[config.mk]
export PLATFORM = sky130hd
export DESIGN_NAME = ais_ctrl
export DESIGN_NICKNAME = d
export VERILOG_FILES = /design/src/ais_pkg.sv /design/src/ais_sel_if.sv /design/src/ais_ctrl.sv /design/src/ais_nibble_decode.sv
export SDC_FILE = /design/constraint.sdc
export NUM_CORES = 1
export LEC_CHECK = 0
export BUFFER_PORTS_ARGS = -buffer_cell sky130_fd_sc_hd__buf_4
export CORE_MARGIN = 4
export CORE_UTILIZATION = 45
export DETAILED_ROUTE_END_ITERATION = 10
export PLACE_DENSITY = 0.68
export SLEW_MARGIN = 10
export SYNTH_ARGS = -nofsm -noshare
export SYNTH_HDL_FRONTEND = slang
export SYNTH_SLANG_ARGS = --single-unit
[constraint.sdc]
create_clock -name pclk -period 4.05 [get_ports pclk]
set_input_delay 0 -clock pclk [delete_from_list [all_inputs] [get_ports pclk]]
set_output_delay 0 -clock pclk [all_outputs]
set_load 0.02 [all_outputs]
[src/ais_pkg.sv]
// constants, register map and types for the input select and offset cancel control
package ais_pkg;
  localparam logic [7:0]  AIS_CTRL_ADDR    = 8'h00;
  localparam logic [7:0]  AIS_STATUS_ADDR  = 8'h04;
  localparam logic [7:0]  AIS_RESULT_ADDR  = 8'h08;

  localparam int          AIS_CTRL_CODE_LSB  = 0;
  localparam int          AIS_CTRL_BURN_LSB  = 8;
  localparam int          AIS_CTRL_AZ_BIT    = 10;
  localparam int          AIS_CTRL_CSEL_LSB  = 11;
  localparam int          AIS_CTRL_VREF_BIT  = 13;
  localparam int          AIS_CTRL_START_BIT = 14;

  localparam logic [7:0]  AIS_CODE_RESET  = 8'h01;
  localparam logic [1:0]  AIS_BURN_RESET  = 2'h0;
  localparam logic        AIS_AZ_RESET    = 1'b0;
  localparam logic [1:0]  AIS_CSEL_RESET  = 2'h0;
  localparam logic        AIS_VREF_RESET  = 1'b0;

  localparam logic [1:0]  AIS_BURN_OFF    = 2'h0;
  localparam logic [1:0]  AIS_CSEL_ONESHOT = 2'h2;
  localparam logic [1:0]  AIS_CSEL_CONT   = 2'h3;
  localparam logic        AIS_VREF_EXT    = 1'b0;

  localparam logic [3:0]  AIS_SEL_RESERVED = 4'ha;
  localparam logic [3:0]  AIS_SEL_REFP     = 4'hb;
  localparam logic [3:0]  AIS_SEL_REFM     = 4'hc;
  localparam logic [3:0]  AIS_SEL_DIODE_P  = 4'hd;
  localparam logic [3:0]  AIS_SEL_DIODE_M  = 4'he;

  typedef enum logic [1:0] {
    AIS_IDLE   = 2'b00,
    AIS_FIRST  = 2'b01,
    AIS_SECOND = 2'b11
  } ais_state_t;

  typedef struct packed {
    ais_state_t         state;
    logic [7:0]         input_select_code;
    logic [1:0]         burn_level;
    logic               offset_cancel_enable;
    logic [1:0]         conversion_selection;
    logic               vref_select;
    logic [7:0]         lat_code;
    logic               lat_az;
    logic               lat_cont;
    logic signed [23:0] first_data;
    logic signed [23:0] result;
    logic               result_ready;
    logic [15:0]        pos_sel;
    logic [15:0]        neg_sel;
    logic [1:0]         burnout_level;
    logic               diode_bias_en;
    logic               ref_from_inputs;
    logic               conv_start;
    logic               filter_reset;
    logic               afe_continuous;
    logic               result_strobe;
    logic [31:0]        prdata;
    logic               pready;
    logic               pslverr;
  } ais_regs_t;
endpackage

[src/ais_sel_if.sv]
// carrier between the controller and one nibble decoder
`timescale 1ns/1ps
interface ais_sel_if;
  logic [3:0]  code;
  logic [15:0] onehot;
  modport dec  (input code, output onehot);
  modport user (output code, input onehot);
endinterface

[src/ais_ctrl.sv]
// input select, burnout bias and offset cancellation controller with apb registers
//
// Operation
// RULE1: upper nibble positive input, lower nibble negative
// RULE2: nibble codes decode to channels and internals
// RULE3: scan sequencing overrides user input selection
// RULE4: code de selects the temperature diodes
// RULE5: burnout level selectable, writable any time
// RULE6: burnout runs regardless of conversion state
// RULE7: diode selection swaps burnout for diode bias
// RULE8: cancellation off gives plain conversions
// RULE9: two swapped conversions, output half difference
// RULE10: cancellation doubles conversion time per result
// RULE11: continuous with cancellation resets filter each conversion
// RULE12: continuous becomes gapless back-to-back one-shots; without cancellation the code runs afe_continuous from one start
// RULE13: external reference plus ref pins uses pins
// RULE14: settings sampled at each conversion pair start
//
// Decided for this implementation: the APB interface to the registers and the register addresses.
`timescale 1ns/1ps
module ais_ctrl
  import ais_pkg::*;
(
  input  wire logic               pclk,
  input  wire logic               presetn,
  input  wire logic               psel,
  input  wire logic               penable,
  input  wire logic               pwrite,
  input  wire logic [7:0]         paddr,
  input  wire logic [31:0]        pwdata,
  output logic      [31:0]        prdata,
  output logic                    pready,
  output logic                    pslverr,
  input  wire logic               scan_active,
  input  wire logic [7:0]         scan_code,
  input  wire logic               conv_done,
  input  wire logic signed [23:0] conv_data,
  output logic      [15:0]        pos_sel,
  output logic      [15:0]        neg_sel,
  output logic      [1:0]         burnout_level,
  output logic                    diode_bias_en,
  output logic                    ref_from_inputs,
  output logic                    conv_start,
  output logic                    filter_reset,
  output logic                    afe_continuous,
  output logic signed [23:0]      result,
  output logic                    result_strobe
);
  ais_regs_t          s;
  ais_regs_t          next_s;
  logic [7:0]         live_code;
  logic [7:0]         drive_code;
  logic               wr_ctrl;
  logic               start_req;
  logic               rd_result;
  logic               pair_done;
  logic signed [23:0] new_result;
  logic signed [24:0] diff;
  logic               diode_sel;
  ais_sel_if          pos_if ();
  ais_sel_if          neg_if ();

  ais_nibble_decode u_pos_dec (
    .sel (pos_if.dec)
  );

  ais_nibble_decode u_neg_dec (
    .sel (neg_if.dec)
  );

  assign pos_if.code = drive_code[7:4];  // see RULE1
  assign neg_if.code = drive_code[3:0];  // see RULE1

  always_comb begin
    next_s = s;
    next_s.conv_start    = 1'b0;
    next_s.filter_reset  = 1'b0;
    next_s.result_strobe = 1'b0;
    next_s.pready        = 1'b0;
    next_s.pslverr       = 1'b0;
    pair_done  = 1'b0;
    new_result = conv_data;
    diff       = 25'(s.first_data) - 25'(conv_data);
    live_code  = scan_active ? scan_code : s.input_select_code;  // see RULE3

    // register answer is prepared in the setup cycle, so access ends after one cycle
    if (psel && !penable) begin
      next_s.pready = 1'b1;
      next_s.prdata = 32'h0000_0000;
      unique case (paddr)
        AIS_CTRL_ADDR: begin
          next_s.prdata[AIS_CTRL_CODE_LSB +: 8] = s.input_select_code;
          next_s.prdata[AIS_CTRL_BURN_LSB +: 2] = s.burn_level;
          next_s.prdata[AIS_CTRL_AZ_BIT]        = s.offset_cancel_enable;
          next_s.prdata[AIS_CTRL_CSEL_LSB +: 2] = s.conversion_selection;
          next_s.prdata[AIS_CTRL_VREF_BIT]      = s.vref_select;
        end
        AIS_STATUS_ADDR: begin
          next_s.prdata[1:0]   = s.state;
          next_s.prdata[2]     = s.result_ready;
          next_s.prdata[3]     = s.diode_bias_en;
          next_s.prdata[4]     = s.ref_from_inputs;
          next_s.prdata[6:5]   = s.burnout_level;
          next_s.prdata[15:8]  = drive_code;
        end
        AIS_RESULT_ADDR: begin
          next_s.prdata[23:0]  = s.result;
          next_s.prdata[31:24] = {8{s.result[23]}};
        end
        default: begin
          next_s.pslverr = 1'b1;
        end
      endcase
    end

    wr_ctrl   = psel && penable && s.pready && pwrite && (paddr == AIS_CTRL_ADDR);
    rd_result = psel && penable && s.pready && !pwrite && (paddr == AIS_RESULT_ADDR);
    start_req = wr_ctrl && pwdata[AIS_CTRL_START_BIT];
    if (wr_ctrl) begin
      next_s.input_select_code    = pwdata[AIS_CTRL_CODE_LSB +: 8];
      next_s.burn_level           = pwdata[AIS_CTRL_BURN_LSB +: 2];  // see RULE5
      next_s.offset_cancel_enable = pwdata[AIS_CTRL_AZ_BIT];
      next_s.conversion_selection = pwdata[AIS_CTRL_CSEL_LSB +: 2];
      next_s.vref_select          = pwdata[AIS_CTRL_VREF_BIT];
    end
    if (rd_result) begin
      next_s.result_ready = 1'b0;
    end

    unique case (s.state)
      AIS_IDLE: begin
        if (start_req && (pwdata[AIS_CTRL_CSEL_LSB +: 2] == AIS_CSEL_ONESHOT ||
                          pwdata[AIS_CTRL_CSEL_LSB +: 2] == AIS_CSEL_CONT)) begin
          // settings freeze here so a later write only affects the next result
          next_s.lat_code   = scan_active ? scan_code : pwdata[AIS_CTRL_CODE_LSB +: 8];  // see RULE14
          next_s.lat_az     = pwdata[AIS_CTRL_AZ_BIT];  // see RULE14
          next_s.lat_cont   = pwdata[AIS_CTRL_CSEL_LSB +: 2] == AIS_CSEL_CONT;
          next_s.afe_continuous = !pwdata[AIS_CTRL_AZ_BIT] && next_s.lat_cont;  // see RULE8
          next_s.conv_start = 1'b1;
          next_s.state      = AIS_FIRST;
        end
      end
      AIS_FIRST: begin
        if (conv_done) begin
          if (s.lat_az) begin
            // swapped conversion starts on the cycle after the done, no idle gap
            next_s.first_data   = conv_data;  // see RULE9
            next_s.conv_start   = 1'b1;  // see RULE12
            next_s.filter_reset = 1'b1;  // see RULE11
            next_s.state        = AIS_SECOND;
          end else begin
            pair_done  = 1'b1;
            new_result = conv_data;  // see RULE8
            if (!(s.lat_cont && s.conversion_selection == AIS_CSEL_CONT)) begin
              next_s.afe_continuous = 1'b0;
              next_s.state          = AIS_IDLE;
            end
          end
        end
      end
      AIS_SECOND: begin
        if (conv_done) begin
          pair_done  = 1'b1;
          new_result = diff[24:1];  // see RULE9
          if (s.lat_cont && s.conversion_selection == AIS_CSEL_CONT) begin
            // continuous mode is replaced by chained one-shot pairs
            next_s.lat_code     = live_code;  // see RULE14
            next_s.lat_az       = s.offset_cancel_enable;  // see RULE14
            next_s.conv_start   = 1'b1;  // see RULE12
            next_s.filter_reset = 1'b1;  // see RULE11
            next_s.afe_continuous = !s.offset_cancel_enable;
            next_s.state        = AIS_FIRST;  // see RULE10
          end else begin
            next_s.state = AIS_IDLE;
          end
        end
      end
      default: begin
        next_s.state = AIS_IDLE;
      end
    endcase

    // a fresh result wins over a read that clears the ready flag
    if (pair_done) begin
      next_s.result        = new_result;
      next_s.result_ready  = 1'b1;
      next_s.result_strobe = 1'b1;
    end

    // second conversion of a pair swaps the two nibbles
    if (next_s.state == AIS_IDLE) begin
      drive_code = live_code;
    end else if (next_s.state == AIS_SECOND) begin
      drive_code = {next_s.lat_code[3:0], next_s.lat_code[7:4]};  // see RULE9
    end else begin
      drive_code = next_s.lat_code;
    end
    next_s.pos_sel = pos_if.onehot;  // see RULE2
    next_s.neg_sel = neg_if.onehot;  // see RULE2

    // either diode on either input counts, 8'hde being the usual pairing
    diode_sel = drive_code[7:4] == AIS_SEL_DIODE_P || drive_code[7:4] == AIS_SEL_DIODE_M ||
                drive_code[3:0] == AIS_SEL_DIODE_P || drive_code[3:0] == AIS_SEL_DIODE_M;  // see RULE4
    // burnout follows only the level and the selection, never the conversion state
    next_s.diode_bias_en = diode_sel;  // see RULE7
    next_s.burnout_level = diode_sel ? AIS_BURN_OFF : next_s.burn_level;  // see RULE6
    next_s.ref_from_inputs = (next_s.vref_select == AIS_VREF_EXT) &&
      ((drive_code[7:4] == AIS_SEL_REFP && drive_code[3:0] == AIS_SEL_REFM) ||
       (drive_code[7:4] == AIS_SEL_REFM && drive_code[3:0] == AIS_SEL_REFP));  // see RULE13
  end

  always_ff @(posedge pclk or negedge presetn) begin
    if (!presetn) begin
      s                      <= '0;
      s.state                <= AIS_IDLE;
      s.input_select_code    <= AIS_CODE_RESET;
      s.burn_level           <= AIS_BURN_RESET;
      s.offset_cancel_enable <= AIS_AZ_RESET;
      s.conversion_selection <= AIS_CSEL_RESET;
      s.vref_select          <= AIS_VREF_RESET;
    end else begin
      s <= next_s;
    end
  end

  assign prdata          = s.prdata;
  assign pready          = s.pready;
  assign pslverr         = s.pslverr;
  assign pos_sel         = s.pos_sel;
  assign neg_sel         = s.neg_sel;
  assign burnout_level   = s.burnout_level;
  assign diode_bias_en   = s.diode_bias_en;
  assign ref_from_inputs = s.ref_from_inputs;
  assign conv_start      = s.conv_start;
  assign filter_reset    = s.filter_reset;
  assign afe_continuous  = s.afe_continuous;
  assign result          = s.result;
  assign result_strobe   = s.result_strobe;
endmodule

[src/ais_nibble_decode.sv]
// decoder of one 4-bit input selection code into one-hot switch enables
`timescale 1ns/1ps
module ais_nibble_decode
  import ais_pkg::*;
(
  ais_sel_if.dec sel
);
  always_comb begin
    // reserved code opens every switch so the input floats rather than shorts
    if (sel.code == AIS_SEL_RESERVED) begin
      sel.onehot = 16'h0000;
    end else begin
      sel.onehot = 16'h0001 << sel.code;
    end
  end
endmodule

# Word-level counts from Yosys, hierarchy flattened
# Cells that the tools add are included.
# Widths: inputs -> output; s select.
totals:
  regBits: 149
  in_bits: 79
  output_inout_bits: 98
  wordCells: 132
op_classes:
  add_sub_neg: 1
  eq_ne: 24
  shifts: 2
  mux: 46
  n_bitwise: 1
  reduce_logical: 34
ops:
  columns: ["op", "n"]
  rows:
  - ["$mux 16", 3]
  - ["$mux 24", 2]
  - ["$eq 4x4->1 const B", 10]
  - ["$mux 8", 4]
  - ["$shl 1x4->16 const A", 2]
  - ["$sub 24x24->25", 1]
  - ["$pmux 7 s3", 1]
  - ["$mux 9", 2]
  - ["$pmux 6 s3", 1]
  - ["$pmux 9 s2", 1]
  - ["$mux 2", 8]
  - ["$logic_and 1x1->1", 14]
  - ["$mux 1", 12]
  - ["$ne 2x2->1 const B", 6]
  - ["$eq 2x2->1 const B", 5]
  - ["$mux 10", 1]
  - ["$mux 3", 3]
  - ["$eq 8x3->1 const B", 1]
  - ["$eq 8x4->1 const B", 1]
  - ["$logic_not 8->1", 1]
  - ["$reduce_and 7->1", 1]
  - ["$mux 6", 1]
  - ["$pmux 1 s2", 3]
  - ["$pmux 1 s3", 2]
  - ["13 further kinds", 22]

# Longest topological paths before layout
# Gate-level depths: netlist (run 1).
logic_depth:
  ltp_word: 16
  mapped_depth: 11
  ltp_nobuf: 11

# Cells and area by module
# From an unflattened synthesis (run 1), not the netlist that was laid out.
unflattened:
  hier_cells: 936
  area_unflattened_um2: 8498.2
by_module_without_submodules:
  columns: ["module", "n_inst", "cells_each", "area_per_inst_um2", "seq_area_each_um2"]
  rows:
  - ["ais_ctrl", 1, 894, 7947.6, 3529.6]
  - ["ais_nibble_decode", 2, 21, 275.3, 0.0]

# Worst setup path before layout (run 1)
# OpenSTA, ideal clock, no wires.
synth_timing:
  path_kind: "register -> register"
  startpoint: "reg s[148] (netlist name)"
  endpoint: "reg s (netlist bit ref_from_inputs)"
  setup_ns: 0.077
  arrival_time_ns: 3.009
  required_time_ns: 3.973
  setup_slack_ns: 0.963
  stages_incl_launch_ff: 12
  path_buffers: 0
  synth_period_minus_slack_ns: 3.087
  cell_sequence: "dfrtp_1 inv_1 ha_1 nand3_1 o221ai_2 inv_2 o311ai_4 mux2i_1 mux2i_1 or2_2 or4_1 a21oi_1"
synth_lines:
  columns: ["element", "line_no", "rtl"]
  rows:
  - ["start, declared", "ais_ctrl.sv:49", "ais_regs_t s;"]
  - ["start signal, assigned", "ais_ctrl.sv:222", "s <= next_s;"]

==> run summary, run 1 <==
The flow ran to the end, but the final reports show violations. The checks that failed: hold timing. The largest driver fanout on the critical path came out at 8.

The met3 routed wirelength is 1300 µm. The highest signal layer in the routed design is met4. Measured along the x axis, the die boundary spans 142 µm. The total DRC errors in the routed layout is 0. The clock sink count came out at 141. In this run, the number of DRC markers left after iteration 0 of detailed routing was 371.

The worst hold slack after final layout came out at -0.000314 ns. The die height came out at 142 µm. The count of vias placed by the detailed router is 6354.

The post-synth design cell area came out at 8100 µm². The design draws 4.74 mW. Traced cell by cell, the critical path runs through inv_1, ha_1, nand3_1, o221ai_2, inv_2, o311ai_4, mux2i_1, mux2i_1, buf_4, or2_2, or4_1, a21oi_1. The cell row count is 48. The number of placed instances, taps included, is 1137. The H-tree was split into 4 levels. The total count of max-transition violations in the final report came out at 0. The mean routed wirelength per cell is 17.3 µm. After the last flow step, the layout net total stands at 1079.

The antenna diode count is 0. The initial antenna violation count is 0. The most instantiated flip-flop cell in the synthesis netlist is dfrtp_1. The number of buffers inserted by port buffering came out at 159. The post-synthesis register bit count is 141.

The number of warnings reported in the yosys synthesis log is 0. The path class of the tightest hold or removal check is in2reg. Summed over all layers, the global routing overflow is 0. In this run the clock root is driven by a clkbuf_16.

Clock tree synthesis inserted a total of 17 buffers. The endpoint class of the critical path is a flop. The setup total negative slack is 0 ns. The share of synthesized flip-flops with an asynchronous set or reset came out at 1.00. The kind of cell with the highest combined delay along the critical path is simple AND/OR/NAND/NOR gates. The proportion of layout cells with a drive suffix above 1 is 0.256.

The portion of the post-synthesis area used by sequential elements came out at 0.436. The clock insertion delay at the later pin of the skew report came out at 0.42 ns. The first detailed-routing pass took 5 iterations. The transition time at the pin with the least slew margin came out at 1.16 ns. Setup violations remaining at the end of the flow were counted as 0. After clock tree synthesis, the clock-pin slew on the worst setup and hold paths is 0.06 ns.

The deepest clock path buffer count came out at 2. The number of library cell types mapped by synthesis came out at 66. The die outline area came out at 20200 µm². The global-route total usage across every layer is 0.207. The delay of the slowest cell on the worst path is 0.58 ns. Counting stages on the worst path, the most repeated cell is mux2i_1. Counting both buffers and inverters, the worst setup path holds a total of 3. Leaving out filler cells and counting taps, the final layout contains 1210. Leaving out fill and tap cells, the most frequent cell in the layout is buf_4. Data arrives at the worst endpoint at 3.92 ns. Dividing the detail-routed via count by the number of cells gives 5.25. Between clock sinks in the finished design, the worst skew comes to 0.0117 ns. The fmax is 280 MHz. The required time of the critical path came out at 4.40 ns. The number of I/O pins came out at 177. The number of flops mapped to enable cells by yosys is 0. The HPWL after detailed placement came out at 15500 µm.

The post-synthesis to final-layout area growth is 22.2%. The critical path is of the reg2reg type. Subtracting the final worst setup slack from the clock period gives 3.57 ns. The total routed wirelength came out at 20900 µm. Synthesis handed over a netlist of 861 instances. The number of setup buffers added after CTS is 0.

The remaining number of nets flagged by the antenna check after routing is 0. The worst-case setup slack after placement is 0.527 ns. The number of endpoints with negative hold slack in the final report is 1. Of the available clock period, the critical path in the final layout requires 0.881. For this design the static power due to leakage is 4.85 nW.

Wire segments on met2 add up to 9730 µm in the final route. The core area came out at 17500 µm². The global-route wire length before repair is 32900 µm.

The wire length on met1 is 9450 µm. The maximum resistive drop on vdd came out at 328 µV. The final critical-path setup slack is 0.481 ns. The pin count of the biggest net entering global routing is 67. The final RePlAce weighted congestion is 0.922.

The power per cell area is 479 nW/µm². The initial standard-cell utilization of the core came out at 0.463. Setup repair after global routing left no endpoint under its margin. In the layout the commonest cells are buf_4, dfrtp_1, nand2_1. The average cell area after synthesis is 9.41 µm². The worst setup path is launched from a flop. The via count of the first global-routing pass came out at 6231. TritonCTS built the clock tree. The max-capacitance violation count is 0. The slowest library cell on the worst path is o311ai_4. The max-slew headroom at the worst pin came out at 0.224.
## per-layer routing
layer  vias to the layer above  global-route usage
li1                       3110                   -
met1                      3024               0.278
met2                       187               0.330
met3                        33              0.0464
met4                         0              0.0768
met5                         -                   0
## kinds of logic after synthesis
kind of cell,count (synthesis),synth area share
other,1,0.000463
AND/OR/NAND/NOR,250,0.142
adder cells (fa/ha/maj),28,0.0442
XOR/XNOR,17,0.0184
buffers and inverters,164,0.119
flip-flops,141,0.436
multiplexers,62,0.0813
AO/OA/AOI/OAI,198,0.159
## tightest hold or removal path, stage by stage
cell and delay (ns):
buf_4 0.09, nor4_4 0.04, nand2_1 0.15, o41ai_1 0.10
## layout make-up
type,count,area [µm²]
Fill cell,1506,7580
Multi-Input combinational cell,557,3610
Sequential cell,141,3530
Timing Repair Buffer,214,1710
Clock buffer,21,470
Tap cell,225,282
Inverter,41,154
Clock inverter,11,140
## registers in the layout, summed over array words and instances, names as in the netlist
name	cells
afe_continuous	1
burnout_level	2
conv_start	1
diode_bias_en	1
filter_reset	1
neg_sel	16
pos_sel	16
prdata	24
pready	1
pslverr	1
ref_from_inputs	1
result	24
result_strobe	1
s	51
## where the power goes
group          internal (mW)  total (mW)  switching (mW)
logic                  0.573        1.36           0.787
clock network           1.01        1.61           0.597
registers               1.58        1.77           0.189
## final timing paths
| check | startpoint | endpoint | slack (ns) | cells after the start |
|---|---|---|---|---|
| min in group asynchronous | presetn | pos_sel[10] | 0.15 | 2 |
| worst min-delay path | paddr[0] | prdata[7] | -0.0003 | 4 |
| worst max-delay path | s[148] | ref_from_inputs | 0.48 | 12 |
| max in group asynchronous | presetn | s[139] | 2.94 | 3 |
| worst min register to register | prdata[16] | prdata[16] | 0.48 | 2 |
| worst max register to register | s[148] | ref_from_inputs | 0.48 | 12 |
## stage by stage
step | utilization | area, µm² | hold slack, ns
6_report | 0.566 | 9900 | -0.000314
4_1_cts | 0.566 | 9900 | 0.00147
3_3_place_gp | 0.508 | 8880 | 0.0362
3_5_place_dp | 0.508 | 8880 | 0.0367
5_1_grt | 0.566 | 9900 | 0.0155
2_1_floorplan | - | 8100 | -0.296
## Yosys cell counts, drive strengths merged, types with 4 or more instances
cell | count | area [µm²]
a21o | 12 | 90.1
a22oi | 9 | 72.6
and3 | 6 | 37.5
nand3 | 11 | 55.1
xor2 | 5 | 43.8
xnor2 | 12 | 105
buf | 96 | 708
mux2 | 30 | 338
nand2 | 104 | 393
nor2 | 71 | 269
or2 | 7 | 43.8
ha | 27 | 338
nor3 | 9 | 45.0
o21a | 4 | 30.0
o21ai | 85 | 429
dfrtp | 140 | 3500
a221o | 8 | 80.1
nand2b | 12 | 75.1
and2 | 6 | 37.5
clkbuf | 27 | 101
a31oi | 5 | 46.3
inv | 41 | 154
nor2b | 6 | 37.5
o211ai | 4 | 30.0
a22o | 7 | 61.3
a21oi | 32 | 160
mux2i | 32 | 320
o21bai | 5 | 37.5
a211oi | 5 | 37.5
## what timing repair did
action | in CTS | in global routing
endpoints found under the hold margin | 112 | 0
hold buffers | 41 | 0
setup endpoints to repair | 0 | 0
resized for setup | 0 | 0
Note: power is estimated with default switching activity, not from simulation.
==> run 2, diff against run 1 <==
--- a/config.mk
+++ b/config.mk
@@ -6,7 +6,6 @@
 export NUM_CORES = 1
 export LEC_CHECK = 0
 export BUFFER_PORTS_ARGS = -buffer_cell sky130_fd_sc_hd__buf_4
-export CORE_MARGIN = 4
 export CORE_UTILIZATION = 45
 export DETAILED_ROUTE_END_ITERATION = 10
 export PLACE_DENSITY = 0.68
==> run summary, run 2 (same netlist as run 1, synthesis figures left out) <==
The static leakage is 4.86 nW (was 4.85 nW). The initial standard-cell utilization of the core came out at 0.465 (was 0.463). The number of cell instances on the worst register-to-register path is 12 (unchanged). The time the final worst path needs with I/O delays and setup came out at 3.67 ns (was 3.57 ns). The remaining number of nets flagged by the antenna check after routing was 0 (unchanged). The die height came to 136 µm (was 142 µm).

The endpoint of the lowest-slack register-to-register path is ref_from_inputs (unchanged). Unrepaired setup endpoints after global routing: no (unchanged). The number of I/O pins is 177 (unchanged).

The final RePlAce weighted congestion came out at 0.863 (was 0.922). The count of vias placed by the detailed router is 6450 (was 6354). The fraction of power spent switching nets came to 0.356 (was 0.332). The transition time at the pin with the least slew margin came out at 1.05 ns (was 1.16 ns). The largest driver fanout on the critical path is 8 (unchanged). The TritonCTS clock tree is built (unchanged).

The sum of buffers and inverters on the critical path is 3 (unchanged). The slowest library cell on the worst path is o311ai_4 (unchanged). The clock slew at the register clock pins of the worst setup and hold paths is 0.07 ns (was 0.06 ns). The worst flop-to-flop path startpoint is s[148] (unchanged). The fill cell total of the finished layout is 1543 (was 1506). The mean routed wirelength per cell came out at 17.4 µm (was 17.3 µm). The maximum resistive drop on vdd was 340 µV (was 328 µV). The worst clock skew is 0.0122 ns (was 0.0117 ns). The cell depth of the worst hold path came out at 3 (was 4). The cell class contributing the biggest share of worst-path delay is compound AO/OA/AOI/OAI gates (was simple AND/OR/NAND/NOR gates). The number of standard cells in the layout, taps in and fillers out is 1214 (was 1210).

The antenna diode count was 0 (unchanged). The root cell of the clock tree is clkbuf_16 (unchanged). The register-to-register setup slack came out at 0.38 ns (was 0.48 ns). The cell repeated most along the worst path is mux2i_1 (unchanged). The sink of the worst hold path is s[128] (was prdata[7]).

The routed via count divided by cell count came out at 5.31 (was 5.25). The classification of the worst-slack hold path is in2reg (unchanged). The delay of the slowest cell on the worst path came out at 0.61 ns (was 0.58 ns).

The total of endpoints with negative setup slack in the final report is 0 (unchanged). The total routed wirelength is 21200 µm (was 20900 µm). The global-route total usage across every layer is 0.241 (was 0.207). The number of flip-flops in the largest register came out at 51 (unchanged). The fmax is 272 MHz (was 280 MHz). The endpoint class of the critical path is a flop (unchanged).

The number of CTS-inserted buffers came to 17 (unchanged). The area of the multi-input gates is 3610 µm² (unchanged). The number of nets in the final layout is 1083 (was 1079). The total DRC errors in the routed layout came to 0 (unchanged). The total count of max-transition violations in the final report came out at 0 (unchanged). The start-to-end type of the worst setup path is reg2reg (unchanged).

The number of buffers inserted by port buffering is 159 (unchanged). The highest signal layer in the routed design is met4 (unchanged). The part of the power in combinational logic came out at 0.292 (was 0.287). The commonest non-fill, non-tap cell in the layout is buf_4 (unchanged). The remaining global-route overflow came out at 0 (unchanged). The post-synthesis to final-layout area growth came out at 22.4% (was 22.2%).

The wire length on met1 is 9340 µm (was 9450 µm). The x dimension of the die was 136 µm (was 142 µm). The clock sink count came out at 141 (unchanged).

The register name with the most flops is s (unchanged). The die outline area came out at 18500 µm² (was 20200 µm²). The number of cells in the design after placement was 1139 (was 1137). The portion of total power attributed to the clock network is 0.333 (was 0.340). The internal power contribution is 3.05 mW (was 3.17 mW).

The number of search-and-repair iterations in the first detailed-routing pass came out at 5 (unchanged). Highest-count cells in the layout ignoring fill and taps: buf_4, dfrtp_1, nand2_1 (unchanged). The post-cts repair resize count is 0 (unchanged).

The count of H-tree levels built during CTS is 4 (unchanged). The data arrival time of the critical path is 4.02 ns (was 3.92 ns). The initial antenna violation count came out at 0 (unchanged).

Cell Chain, Critical Path: inv_1, ha_1, nand2_1, o221ai_2, inv_2, o311ai_4, mux2i_1, mux2i_1, buf_4, or2_2, or4_1, a21oi_1 (was inv_1, ha_1, nand3_1, o221ai_2, inv_2, o311ai_4, mux2i_1, mux2i_1, buf_4, or2_2, or4_1, a21oi_1). The cell row count came to 48 (unchanged). The launch instance of the worst min-delay path is scan_code[3] (was paddr[0]). The met3 routed wirelength came out at 1070 µm (was 1300 µm). The power spent charging and discharging nets is 1.68 mW (was 1.57 mW). The detailed router's first-iteration violation count was 352 (was 371). The proportion of layout cells with a drive suffix above 1 came out at 0.258 (was 0.256). The deepest clock path buffer count is 2 (unchanged). The met2 wire length came out at 10200 µm (was 9730 µm).

The final period utilization is 0.906 (was 0.881). The core area was 17400 µm² (was 17500 µm²). The max-slew headroom at the worst pin is 0.298 (was 0.224). Result of the run: finished clean (was finished with violations). The startpoint type of the worst setup path is a flop (unchanged). The pin count of the biggest net entering global routing is 93 (was 67). The total area of sequential cells came to 3530 µm² (unchanged).

The HPWL after detailed placement was 15300 µm (was 15500 µm). The global-route wire length before repair is 33800 µm (was 32900 µm). The via count of the first global-routing pass came out at 6316 (was 6231). The clock insertion delay at the later pin of the skew report is 0.43 ns (was 0.42 ns).

The power per cell area came out at 477 nW/µm² (was 479 nW/µm²). The max-capacitance violation count came to 0 (unchanged). The required time of the critical path came to 4.40 ns (about the same).

The power share of the sequential group is 0.374 (was 0.373). The number of endpoints with negative hold slack in the final report came out at 0 (was 1). The setup total negative slack was 0 ns (unchanged).
run 2: changes by cell type in the layout (fill, tap and decap cells not counted), sizes merged:
cell / previous run / this run
buf: 173 / 175
bufinv: 3 / 1
dlygate4sd3: 41 / 43
clkinvlp: 1 / 2
clkinv: 7 / 1
inv: 41 / 52
clkbuf: 21 / 17
run 2: metrics by stage:
step	hold WS (ns)	power, mW	setup WS, ns	util	cell area [µm²]
6_report	0.0158	4.73	0.380	0.569	9910
5_1_grt	0.0289	4.95	0.193	0.569	9910
4_1_cts	0.00227	4.76	0.414	0.569	9910
3_5_place_dp	0.136	3.14	0.508	0.510	8890
3_3_place_gp	0.143	3.13	0.564	0.510	8890
2_1_floorplan	-0.296	2.73	0.963	-	8100
run 2: final cells by class:
cell class | instances | share of cell area
Timing Repair Buffer | 218 | 0.176
Multi-Input combinational cell | 557 | 0.364
Sequential cell | 141 | 0.356
Clock buffer | 17 | 0.0429
Clock inverter | 15 | 0.0167
Tap cell | 225 | 0.0284
Inverter | 41 | 0.0155
run 2: worst max-delay path by stage:
stage | startpoint | end | cells past startpoint
after global routing | s[148] | ref_from_inputs | 12
after CTS | s[148] | ref_from_inputs | 12
after floorplan | s[148] | ref_from_inputs | 11
after global placement | s[148] | ref_from_inputs | 12
after detailed placement | s[148] | ref_from_inputs | 12
final | s[148] | ref_from_inputs | 12
run 2: timing repair:
| item | in CTS | in global routing |
|---|---|---|
| buffers inserted | 0 | 0 |
| hold buffers | 43 | 0 |
| endpoints found under the hold margin | 139 | 0 |
run 2: worst reg2reg max path: cells and delay by family, from the launching register on:
kind / cells / cell delay, ns
AO/OA/AOI/OAI: 3 / 1.02
AND/OR/NAND/NOR: 3 / 0.94
flip-flops: 1 / 0.48
adder cells (fa/ha/maj): 1 / 0.27
multiplexers: 2 / 0.41
buffers and inverters: 3 / 0.47
run 2: per-layer routing:
layer / global-route usage / vias up
met1: 0.308 / 3095
met4: 0.0957 / 0
met2: 0.400 / 196
li1: - / 3122
met3: 0.0466 / 37
met5: 0 / -
run 2: power groups by stage:
| stage | clock network, mW | registers (mW) | logic (mW) |
|---|---|---|---|
| after floorplan | 0 | 1.70 | 1.03 |
| after global placement | 0 | 1.79 | 1.34 |
| after detailed placement | 0 | 1.80 | 1.34 |
| after CTS | 1.60 | 1.77 | 1.39 |
| after global routing | 1.66 | 1.78 | 1.51 |
| final | 1.57 | 1.77 | 1.38 |
